<file path="config.mk">
export PLATFORM = sky130hd
export DESIGN_NAME = e3ma_overhead
export DESIGN_NICKNAME = d
export VERILOG_FILES = /design/src/design/e3ma_pkg.sv /design/src/design/e3ma_ma_rx.sv /design/src/design/e3ma_oh_chan.sv /design/src/design/e3ma_overhead.sv
export SDC_FILE = /design/constraint.sdc
export NUM_CORES = 1
export LEC_CHECK = 0
export ABC_AREA = 0
export ABC_CLOCK_PERIOD_IN_PS = 1450
export BUFFER_PORTS_ARGS = -buffer_cell sky130_fd_sc_hd__buf_2
export CORE_MARGIN = 8
export CORE_UTILIZATION = 45
export DETAILED_ROUTE_END_ITERATION = 10
export PLACE_DENSITY = 0.65
export SYNTH_ARGS = -nofsm -noshare
export SYNTH_HDL_FRONTEND = slang
export SYNTH_SLANG_ARGS = --single-unit
export TNS_END_PERCENT = 5
</file>
<file path="constraint.sdc">
create_clock -name clk -period 1.45 [get_ports clk]
set_input_delay 0.435 -clock clk [delete_from_list [all_inputs] [get_ports clk]]
set_output_delay 0.435 -clock clk [all_outputs]
set_load 0.1 [all_outputs]
</file>
<file path="src/design/e3ma_pkg.sv">
// Constants shared by the E3 maintenance and adaptation overhead block.
package e3ma_pkg;
   // ==========================================================================
   // Register map, index on the plain register port.
   localparam logic [3:0] ADDR_CTRL    = 4'h0;
   localparam logic [3:0] ADDR_TX_SSM  = 4'h1;
   localparam logic [3:0] ADDR_TX_OPER = 4'h2;
   localparam logic [3:0] ADDR_TX_GEN  = 4'h3;
   localparam logic [3:0] ADDR_RX_STAT = 4'h4;
   localparam logic [3:0] ADDR_RX_SSM  = 4'h5;
   localparam logic [3:0] ADDR_RX_OPER = 4'h6;
   localparam logic [3:0] ADDR_RX_GEN  = 4'h7;

   // ==========================================================================
   // Control register fields.
   localparam int CTRL_OLD_LAYOUT = 0;
   localparam int CTRL_OPER_DL    = 1;
   localparam int CTRL_GEN_DL     = 2;
   localparam int CTRL_PT_LO      = 3;
   localparam int CTRL_PT_HI      = 5;
   localparam logic [7:0] CTRL_RESET   = 8'h08;
   localparam logic [7:0] TX_SSM_RESET = 8'h00;
   localparam logic [7:0] TX_OH_RESET  = 8'h00;

   // ==========================================================================
   // Overhead byte bit positions; bit 1 of the byte is the MSB sent first.
   localparam int MA_RDI_BIT = 7;
   localparam int MA_REI_BIT = 6;
   localparam int MA_PT_HI   = 5;
   localparam int MA_PT_LO   = 3;
   localparam int MA_MF_HI   = 2;
   localparam int MA_MF_LO   = 1;
   localparam int MA_SSM_BIT = 0;

   // ==========================================================================
   // Payload type codes and multiframe indicator values.
   localparam logic [2:0] PT_UNEQUIPPED  = 3'h0;
   localparam logic [2:0] PT_EQUIPPED_NS = 3'h1;
   localparam logic [2:0] PT_ATM         = 3'h2;
   localparam logic [2:0] PT_TU12       = 3'h3;
   localparam logic [1:0] MF_FIRST       = 2'h0;
   localparam logic [1:0] MF_LAST        = 2'h3;
endpackage
</file>
<file path="src/design/e3ma_ma_rx.sv">
// Interprets the maintenance and adaptation byte of incoming frames.
`timescale 1ns/1ps
module e3ma_ma_rx
   import e3ma_pkg::*;
(
   input  wire logic       clk,          // System clock.
   input  wire logic       rst_n,        // Asynchronous reset, active low.
   input  wire logic       old_layout,   // High selects the older bit layout.
   input  wire logic       rx_tick,      // Incoming frame overhead present.
   input  wire logic [7:0] rx_ma,        // Incoming maintenance byte.
   output logic      [2:0] rx_ptype,     // Received payload type code.
   output logic            rx_rdi,       // Received remote defect bit.
   output logic            rx_rei,       // Received remote error bit.
   output logic            rx_marker,    // Received timing marker, older layout.
   output logic      [1:0] rx_pdep,      // Received payload dependent field.
   output logic      [3:0] rx_ssm        // Last complete status message.
);
   // ==========================================================================
   // Status message assembly.
   logic      [3:0] ssm_acc;
   wire logic [1:0] rx_mf    = rx_ma[MA_MF_HI:MA_MF_LO];
   wire logic [1:0] ssm_pos  = 2'(MF_LAST - rx_mf);
   wire logic       new_ssm  = rx_tick & ~old_layout;
   wire logic [3:0] next_acc = ssm_acc | (4'h1 << ssm_pos);
   wire logic [3:0] clr_acc  = ssm_acc & ~(4'h1 << ssm_pos);
   wire logic [3:0] upd_acc  = rx_ma[MA_SSM_BIT] ? next_acc : clr_acc;

   always_ff @(posedge clk or negedge rst_n) begin
      if (!rst_n) begin
         rx_ptype  <= PT_UNEQUIPPED;
         rx_rdi    <= 1'b0;
         rx_rei    <= 1'b0;
         rx_marker <= 1'b0;
         rx_pdep   <= 2'h0;
         rx_ssm    <= 4'h0;
         ssm_acc   <= 4'h0;
      end else if (rx_tick) begin
         rx_ptype <= rx_ma[MA_PT_HI:MA_PT_LO];
         rx_rdi   <= rx_ma[MA_RDI_BIT];
         rx_rei   <= rx_ma[MA_REI_BIT];
         if (old_layout) begin
            rx_pdep   <= rx_mf;
            rx_marker <= rx_ma[MA_SSM_BIT];
         end
         if (new_ssm) begin
            ssm_acc <= upd_acc;
         end
         // The message is published only once bit 4 arrives, so software never
         // sees a mix of two different messages.
         if (new_ssm && rx_mf == MF_LAST) begin
            rx_ssm <= upd_acc;
         end
      end
   end
endmodule

</file>
<file path="src/design/e3ma_oh_chan.sv">
// One operator or general channel overhead byte, user or data link source.
`timescale 1ns/1ps
module e3ma_oh_chan
   import e3ma_pkg::*;
(
   input  wire logic       clk,          // System clock.
   input  wire logic       rst_n,        // Asynchronous reset, active low.
   input  wire logic       dl_mode,      // High selects the data link message path.
   input  wire logic       tx_tick,      // Start of an outbound frame.
   input  wire logic [7:0] user_byte,    // Software byte for the user message.
   input  wire logic [7:0] dl_tx_byte,   // Byte offered by the data link source.
   output logic      [7:0] tx_byte,      // Byte placed in the outbound frame.
   output logic            dl_tx_take,   // Data link byte consumed this frame.
   input  wire logic       rx_tick,      // Incoming frame overhead present.
   input  wire logic [7:0] rx_byte_in,   // Byte from the incoming frame.
   output logic      [7:0] rx_byte,      // Last received byte.
   output logic      [7:0] dl_rx_byte,   // Received byte for the data link sink.
   output logic            dl_rx_valid   // Data link byte valid pulse.
);
   // ==========================================================================
   // Transmit and receive selection.
   wire logic [7:0] next_tx_byte = dl_mode ? dl_tx_byte : user_byte;

   always_ff @(posedge clk or negedge rst_n) begin
      if (!rst_n) begin
         tx_byte     <= TX_OH_RESET;
         dl_tx_take  <= 1'b0;
         rx_byte     <= 8'h00;
         dl_rx_byte  <= 8'h00;
         dl_rx_valid <= 1'b0;
      end else begin
         dl_tx_take  <= tx_tick & dl_mode;
         dl_rx_valid <= rx_tick & dl_mode;
         if (tx_tick) begin
            tx_byte <= next_tx_byte;
         end
         if (rx_tick) begin
            rx_byte <= rx_byte_in;
         end
         if (rx_tick && dl_mode) begin
            dl_rx_byte <= rx_byte_in;
         end
      end
   end
endmodule

</file>
<file path="src/design/e3ma_overhead.sv">
// E3 maintenance and adaptation overhead formatter, interpreter and payload stage.
//
// Local design decisions: the address map and the address-and-strobe port.
`timescale 1ns/1ps
// Contract
// - Bits 3 to 5 carry payload type.
// - Codes 000,001,010,011 name payload kinds.
// - Status message sent one bit per frame.
// - Bits 6 and 7 are multiframe indicator.
// - Indicator 00 selects MSB, 11 LSB.
// - Older layout: payload dependent plus timing marker.
// - Operator byte carries user or data link.
// - General byte carries user or data link.
// - Payload input passes payload to framer.
// - Bit 1 set while receive defect.
// - Bit 2 set after error monitor mismatch.
module e3ma_overhead
   import e3ma_pkg::*;
(
   input  wire logic       clk,            // 25 MHz system clock.
   input  wire logic       rst_n,          // Asynchronous reset, active low.
   input  wire logic [3:0] reg_addr,       // Register index.
   input  wire logic [7:0] reg_wdata,      // Register write data.
   input  wire logic       reg_we,         // Write strobe.
   input  wire logic       reg_re,         // Read strobe.
   output logic      [7:0] reg_rdata,      // Read data, cycle after the strobe.
   input  wire logic       tx_frame_tick,  // Outbound frame overhead slot.
   input  wire logic       rx_defect,      // Receive LOS, LOF or AIS declared.
   input  wire logic       rx_em_mismatch, // Error monitor byte mismatch pulse.
   input  wire logic       tx_marker,      // Timing marker for the older layout.
   output logic      [7:0] tx_maint_adapt_byte,        // Outbound maintenance byte.
   output logic      [7:0] tx_operator_overhead_byte,  // Outbound operator byte.
   output logic      [7:0] tx_general_channel_byte,    // Outbound general byte.
   input  wire logic [7:0] tx_dl_oper_byte,  // Data link byte for operator slot.
   input  wire logic [7:0] tx_dl_gen_byte,   // Data link byte for general slot.
   output logic            tx_dl_oper_take,  // Operator data link byte consumed.
   output logic            tx_dl_gen_take,   // General data link byte consumed.
   input  wire logic       rx_frame_tick,    // Incoming overhead bytes present.
   input  wire logic [7:0] rx_maint_adapt_byte,        // Incoming maintenance byte.
   input  wire logic [7:0] rx_operator_overhead_byte,  // Incoming operator byte.
   input  wire logic [7:0] rx_general_channel_byte,    // Incoming general byte.
   output logic      [7:0] rx_dl_oper_byte,  // Operator byte to data link sink.
   output logic            rx_dl_oper_valid, // Operator data link byte pulse.
   output logic      [7:0] rx_dl_gen_byte,   // General byte to data link sink.
   output logic            rx_dl_gen_valid,  // General data link byte pulse.
   input  wire logic [7:0] pl_in_data,     // Payload byte from the system side.
   input  wire logic       pl_in_valid,    // Payload byte valid.
   output logic            pl_in_ready,    // Payload stage can accept.
   output logic      [7:0] pl_out_data,    // Payload byte to the framer.
   output logic            pl_out_valid,   // Payload byte to framer valid.
   input  wire logic       pl_out_ready    // Framer takes the payload byte.
);
   // ==========================================================================
   // Software registers.
   logic [7:0] ctrl;
   logic [7:0] tx_ssm_reg;
   logic [7:0] tx_oper_user;
   logic [7:0] tx_gen_user;

   wire logic       old_layout = ctrl[CTRL_OLD_LAYOUT];
   wire logic       oper_dl    = ctrl[CTRL_OPER_DL];
   wire logic       gen_dl     = ctrl[CTRL_GEN_DL];
   wire logic [2:0] tx_ptype   = ctrl[CTRL_PT_HI:CTRL_PT_LO];
   wire logic [3:0] tx_ssm     = tx_ssm_reg[3:0];
   wire logic [1:0] tx_pdep    = tx_ssm_reg[5:4];

   wire logic wr_ctrl = reg_we && reg_addr == ADDR_CTRL;
   wire logic wr_ssm  = reg_we && reg_addr == ADDR_TX_SSM;
   wire logic wr_oper = reg_we && reg_addr == ADDR_TX_OPER;
   wire logic wr_gen  = reg_we && reg_addr == ADDR_TX_GEN;

   always_ff @(posedge clk or negedge rst_n) begin
      if (!rst_n) begin
         ctrl         <= CTRL_RESET;
         tx_ssm_reg   <= TX_SSM_RESET;
         tx_oper_user <= TX_OH_RESET;
         tx_gen_user  <= TX_OH_RESET;
      end else begin
         if (wr_ctrl) ctrl <= reg_wdata;
         if (wr_ssm) tx_ssm_reg <= reg_wdata;
         if (wr_oper) tx_oper_user <= reg_wdata;
         if (wr_gen) tx_gen_user <= reg_wdata;
      end
   end

   // ==========================================================================
   // Outbound maintenance and adaptation byte.
   logic [1:0] mf_cnt;
   logic       rei_pend;

   // A mismatch seen in the overhead slot cycle itself is kept for the next frame.
   wire logic       next_rei_pend = rx_em_mismatch | (rei_pend & ~tx_frame_tick);
   wire logic [1:0] ssm_pos       = 2'(MF_LAST - mf_cnt);
   wire logic       ssm_bit       = tx_ssm[ssm_pos];
   wire logic [1:0] mf_field      = old_layout ? tx_pdep : mf_cnt;
   wire logic       last_bit      = old_layout ? tx_marker : ssm_bit;
   wire logic [7:0] next_ma       = {rx_defect, rei_pend, tx_ptype,
                                     mf_field, last_bit};

   always_ff @(posedge clk or negedge rst_n) begin
      if (!rst_n) begin
         mf_cnt              <= MF_FIRST;
         rei_pend            <= 1'b0;
         tx_maint_adapt_byte <= 8'h00;
      end else begin
         rei_pend <= next_rei_pend;
         if (tx_frame_tick) begin
            tx_maint_adapt_byte <= next_ma;
            mf_cnt              <= 2'(mf_cnt + 2'h1);
         end
      end
   end

   // ==========================================================================
   // Operator and general channel bytes.
   logic [7:0] rx_oper;
   logic [7:0] rx_gen;

   e3ma_oh_chan u_oper (
      .clk         (clk),
      .rst_n       (rst_n),
      .dl_mode     (oper_dl),
      .tx_tick     (tx_frame_tick),
      .user_byte   (tx_oper_user),
      .dl_tx_byte  (tx_dl_oper_byte),
      .tx_byte     (tx_operator_overhead_byte),
      .dl_tx_take  (tx_dl_oper_take),
      .rx_tick     (rx_frame_tick),
      .rx_byte_in  (rx_operator_overhead_byte),
      .rx_byte     (rx_oper),
      .dl_rx_byte  (rx_dl_oper_byte),
      .dl_rx_valid (rx_dl_oper_valid)
   );

   e3ma_oh_chan u_gen (
      .clk         (clk),
      .rst_n       (rst_n),
      .dl_mode     (gen_dl),
      .tx_tick     (tx_frame_tick),
      .user_byte   (tx_gen_user),
      .dl_tx_byte  (tx_dl_gen_byte),
      .tx_byte     (tx_general_channel_byte),
      .dl_tx_take  (tx_dl_gen_take),
      .rx_tick     (rx_frame_tick),
      .rx_byte_in  (rx_general_channel_byte),
      .rx_byte     (rx_gen),
      .dl_rx_byte  (rx_dl_gen_byte),
      .dl_rx_valid (rx_dl_gen_valid)
   );

   // ==========================================================================
   // Incoming maintenance byte.
   logic [2:0] rx_ptype;
   logic       rx_rdi;
   logic       rx_rei;
   logic       rx_marker;
   logic [1:0] rx_pdep;
   logic [3:0] rx_ssm;

   e3ma_ma_rx u_ma_rx (
      .clk        (clk),
      .rst_n      (rst_n),
      .old_layout (old_layout),
      .rx_tick    (rx_frame_tick),
      .rx_ma      (rx_maint_adapt_byte),
      .rx_ptype   (rx_ptype),
      .rx_rdi     (rx_rdi),
      .rx_rei     (rx_rei),
      .rx_marker  (rx_marker),
      .rx_pdep    (rx_pdep),
      .rx_ssm     (rx_ssm)
   );

   // ==========================================================================
   // Register read path.
   wire logic [7:0] rx_stat = {2'h0, rx_marker, rx_rei, rx_rdi, rx_ptype};
   wire logic [7:0] rx_ssmr = {2'h0, rx_pdep, rx_ssm};
   logic      [7:0] rd_mux;

   always_comb begin
      case (reg_addr)
         ADDR_CTRL:    rd_mux = ctrl;
         ADDR_TX_SSM:  rd_mux = tx_ssm_reg;
         ADDR_TX_OPER: rd_mux = tx_oper_user;
         ADDR_TX_GEN:  rd_mux = tx_gen_user;
         ADDR_RX_STAT: rd_mux = rx_stat;
         ADDR_RX_SSM:  rd_mux = rx_ssmr;
         ADDR_RX_OPER: rd_mux = rx_oper;
         ADDR_RX_GEN:  rd_mux = rx_gen;
         default:      rd_mux = 8'h00;
      endcase
   end

   always_ff @(posedge clk or negedge rst_n) begin
      if (!rst_n) begin
         reg_rdata <= 8'h00;
      end else begin
         reg_rdata <= reg_re ? rd_mux : 8'h00;
      end
   end

   // ==========================================================================
   // Transmit payload input stage: one holding register, so the framer can stall
   // the system side without losing a byte.
   wire logic pl_take = pl_in_valid & pl_in_ready;
   assign pl_in_ready = ~pl_out_valid | pl_out_ready;

   always_ff @(posedge clk or negedge rst_n) begin
      if (!rst_n) begin
         pl_out_valid <= 1'b0;
         pl_out_data  <= 8'h00;
      end else begin
         if (pl_take) begin
            pl_out_data <= pl_in_data;
         end
         if (pl_in_ready) begin
            pl_out_valid <= pl_in_valid;
         end
      end
   end
endmodule

</file>
# == Word level (Yosys, flattened, before mapping) ==
# Index checks and enable logic that the tools add are counted.
# word_totals
register_bits,128
word_cells,75
# op_classes
addsub,3
order_cmp,1
n_eq_ne,8
shifts,1
n_mux,9
bitwise,15
reduce_logical,11
# op_table
op,n
8-bit one-hot mux with 8 select lines,1
8-bit two-way mux,3
"4-bit by 3-bit equality test with 1-bit output, second input constant",4
"4-bit by 2-bit equality test with 1-bit output, second input constant",2
1-bit AND,7
1-bit logical AND,7
2-bit AND reduction,3
4-bit AND,1
"4-bit by 1-bit equality test with 1-bit output, second input constant",1
4-bit zero test,1
4-bit two-way mux,1
4-bit NOT,1
4-bit bitwise OR,1
"1-bit by 2-bit left shift with 4-bit output, first input constant",1
"2-bit subtractor, first input constant",2
"2-bit by 3-bit < comparator with 1-bit output, second input constant",1
1-bit NOT,3
"2-bit by 1-bit adder with 2-bit output, second input constant",1
1-bit binary-select mux with 2-bit select,1
"2-bit equality test, second input constant",1
1-bit two-way mux,2
2-bit two-way mux,1
1-bit bitwise OR,2

# == Depth between registers and ports, before layout ==
# logic_depth
word_depth,5
ltp_mapped,6
mapped_depth_nobuf,3

# == Hierarchy ==
# Synthesis repeated with hierarchy kept, for this count alone.
# unflattened
cells_unflattened,395
area_unflattened_um2,5605.4
# by_module_without_submodules
module,instances,cells_each,area_per_inst_um2
e3ma_overhead,1,213,2829.0
e3ma_oh_chan,2,73,1071.0
e3ma_ma_rx,1,36,634.4

# == Worst setup path after synthesis ==
# No wires, ideal clock.
# synth_timing
kind,register to register
startpoint,register pl_out_valid
endpoint,register pl_out_data[0]
setup_time_ps,126
arrival_ps,2610
required_time_ps,1324
path_slack_ps,-1286
path_stages_with_launch,4
synth_period_minus_slack_ps,2736
cell_sequence,dfrtp_1 -> nand2b_1 -> nand2_1 -> mux2_2
# synth_via
elab_chain_len,3
# synth_rtl
item,line_no,rtl
from (decl),e3ma_overhead.sv:50,"output logic pl_out_valid,"
from (signal assigned),e3ma_overhead.sv:217,pl_out_valid <= pl_in_valid;
1-bit NOT,e3ma_overhead.sv:206,assign pl_in_ready = ~pl_out_valid | pl_out_ready;
1-bit bitwise OR,e3ma_overhead.sv:206,
named net pl_in_ready,e3ma_overhead.sv:48,"output logic pl_in_ready,"
1-bit AND,e3ma_overhead.sv:205,wire logic pl_take = pl_in_valid & pl_in_ready;
to (signal assigned),e3ma_overhead.sv:214,pl_out_data <= pl_in_data;
to (decl),e3ma_overhead.sv:49,"output logic [7:0] pl_out_data,"
# The timed path passes the listed nets, and every way through them passes these cells.
# A chain may end at the register's enable or synchronous reset.

# == Worst setup path after layout ==
# layout_timing
startpoint,register pl_out_valid
endpoint,output pl_in_ready
# layout_via
elab_chain_len,2
# layout_rtl
item,line_no
1-bit NOT,e3ma_overhead.sv:206
1-bit bitwise OR,e3ma_overhead.sv:206
to (decl),e3ma_overhead.sv:48
# Every way passes these cells.

==> impl_metrics.csv <==
group,metric,value,unit
routing,routed_wirelength,13900,um
timing,worst_slew_pin_slew,515,ps
clock_tree,cts_resized,0,
floorplan,die-area,16000,um2
clock_tree,cts.sinks,127,
logic_synthesis,synth-edff-count,0,
timing,finalHoldViolCount,0,
logic_synthesis,async_reset_ff_share,100,%
setup_path,critPathArrivalTime,1180,ps
setup_path,critPathMaxStageDelay,500,ps
setup_path,r2r_slack,100,ps
logic_synthesis,ys_warn_count,0,
logic_synthesis,syn_avg_cell_area,13.8,um2
routing,vias,3790,
logic_synthesis,synth_top_flop_cell,"dfrtp_1",
timing,worst_slack,-163,ps
setup_path,cp-start-kind,"register",
routing,drt_pass1_iterations,5,
floorplan,ios,133,
pwr,power_per_cell_area,1910,nW/um2
final_layout,final_common_cell,"dfrtp_1",
setup_path,worstPathRequired,1020,ps
job,drv_cap,0,
setup_path,crit_path_start,"pl_out_valid$_DFFE_PN0N_",
floorplan,fp.dieW,127,um
clock_tree,tritoncts,"yes",
global_routing,grt_antenna_before_repair,0,
setup_path,endpoint,"pl_in_ready",
floorplan,fp.dieH,127,um
run_status,violations,"setup timing",
clock_tree,numCtsBuffers,17,
final_layout,layout_common_cells,"dfrtp_1 (125), mux2_2 (99), buf_2 (69)",
final_layout,seq_area,3180,um2
final_layout,antennaDiodeCount,0,
clock_tree,clockBufferDepth,2,
timing,slew-limit-headroom,65.4,%
placement,port_buffers,132,
setup_path,r2r_cells,2,
setup_path,critPathBufInv,1,
setup_path,path_max_fanout,2,
setup_path,rr_endpoint,"u_ma_rx.ssm_acc[1]$_DFFE_PN0P_",
logic_synthesis,synth_area,5510,um2
run_status,status,"complete, but fails checks",
placement,dp_hpwl,10900,um
setup_path,cp-end-kind,"output pin",
floorplan,start_util,46.1,%
min_path,hold_class,"in -> reg",
timing,clock_skew,7.71,ps
placement,gp_congestion,0.802,
global_routing,grt_pass1_vias,4293,
clock_tree,clk_latency,410,ps
final_layout,drive_above_1_share,53.0,%
placement,place_area,7520,um2
timing,fmax,620,MHz
final_layout,finalInstanceArea,8120,um2
logic_synthesis,synth-seq-cells,127,
setup_path,reg2reg_from,"ctrl[0]$_DFFE_PN0P_",
global_routing,grt.total_usage,18.4,%
logic_synthesis,synth_cell_types,44,
final_layout,syn_to_final_growth,47.4,%
timing,setup_viol,3,
logic_synthesis,syn_nets,471,
floorplan,core_area,12000,um2
floorplan,std_cell_rows,40,
routing,wl_per_cell,19.3,um
final_layout,fin_util,67.9,%
clock_tree,cts-root-buf,"clkbuf_16",
global_routing,grt_pass1_wl,22700,um
setup_path,path_depth,2,
global_routing,overflow,0,
pwr,p_leak,3.76,nW
logic_synthesis,ys_seq_area_share,57.7,%
timing,min_period,1610,ps
logic_synthesis,netlist_instances,400,
routing,first_iter_violations,248,
routing,detail-route-antenna-nets,0,
final_layout,multiInputGateArea,2200,um2
routing,drt-vias-per-instance,5.23,
routing,drcViolationCount,0,
global_routing,grt_max_degree,35,
setup_path,critPathKind,"reg -> out",
final_layout,layout.nets,636,
setup_path,path_cells,"nand2b_4, buf_12",
timing,fin_crit_sh,111,%
setup_path,critPathTopFamily,"flip-flops",
setup_path,slowest_stage,"dfrtp_4",
clock_tree,cts.clk_slew.worst_paths,50,ps
timing,finalMaxSlewViolations,0,
clock_tree,h-tree-depth,4,
pwr,ir_worst_vdd,1300,uV
timing,rsz0062_at_grt,"yes",
final_layout,n_fill_cell,850,
## metal layers
metal	wire length (um)	track usage [%]	part of all wire (%)	up-vias
li1	-	-	-	1781
met1	5450	19.9	39	1907
met2	7640	33.0	55	78
met3	590	4.90	4.2	24
met4	265	8.40	1.9	0
met5	0	0	0	-
## timing repair
action                                  4_1_cts  5_1_grt
endpoints found under the setup margin       49       55
endpoints found under the hold margin        12        0
buffers inserted                              1        0
hold buffers                                  1        0
## power by group
part           switching, mW  total, mW  internal [mW]
combinational           3.75       6.23           2.48
sequential             0.774       5.12           4.34
clock                   1.43       4.17           2.74
total                   5.95       15.5           9.57
## kinds of logic (layout without fill, tap and decap cells)
family,after synthesis,count (layout),share of synthesized area (%)
mux,125,125,26.0
compound gates,42,42,4.56
buf+inv,27,204,2.61
simple gates,77,77,8.81
flops,127,127,57.7
xor+xnor,2,2,0.318
## cell type report
| cell class | instances | area share [%] |
|---|---|---|
| multi-input combinational | 246 | 27.1 |
| clock inverter | 5 | 0.955 |
| inverter | 3 | 0.139 |
| tap | 147 | 2.26 |
| timing repair buffer | 170 | 24.1 |
| sequential | 127 | 39.2 |
| clock buffer | 26 | 6.27 |
## cell usage after synthesis (3+ instances only)
library cell / instances / area share, %
inv_1: 3 / 0.20
a222oi_1: 3 / 0.54
clkbuf_1: 3 / 0.20
a21oi_1: 20 / 1.8
nor2b_1: 4 / 0.45
nand3b_1: 3 / 0.41
buf_2: 13 / 1.2
nor3b_1: 3 / 0.41
nor2_1: 21 / 1.4
and3b_1: 14 / 2.2
a31oi_1: 5 / 0.57
mux2_2: 99 / 20
mux2i_1: 22 / 4.0
buf_4: 3 / 0.41
nand2_1: 10 / 0.68
dfrtp_1: 126 / 57
o21ai_0: 8 / 0.73
buf_1: 3 / 0.20
nand2b_1: 3 / 0.34
## through the flow
stage / worst slack, ps / instances / hold WS [ps] / power, mW / TNS [ps]
floorplan: -103 / 400 / 139 / 8.80 / -1580
global placement: -184 / 691 / 339 / 11.3 / -6000
detailed placement: -248 / 691 / 338 / 11.5 / -7200
CTS: -192 / 724 / 180 / 15.7 / -847
global route: -199 / 724 / 203 / 16.1 / -1270
finish: -163 / 724 / 200 / 15.5 / -253
## worst min path at each step
stage / slack [ps] / depth (start not counted) / endpoint / startpoint
after CTS: 180 / 2 / rei_pend$_DFF_PN0_ / rx_em_mismatch
after detailed placement: 340 / 1 / u_oper.dl_rx_byte[5]$_DFFE_PN0P_ / rst_n
after global routing: 200 / 2 / rei_pend$_DFF_PN0_ / rx_em_mismatch
final: 200 / 2 / rei_pend$_DFF_PN0_ / rx_em_mismatch
after global placement: 340 / 1 / u_oper.dl_rx_byte[5]$_DFFE_PN0P_ / rst_n
after floorplan: 140 / 0 / ctrl[0]$_DFFE_PN0P_ / rst_n
Power figures use the tool's default switching activity.
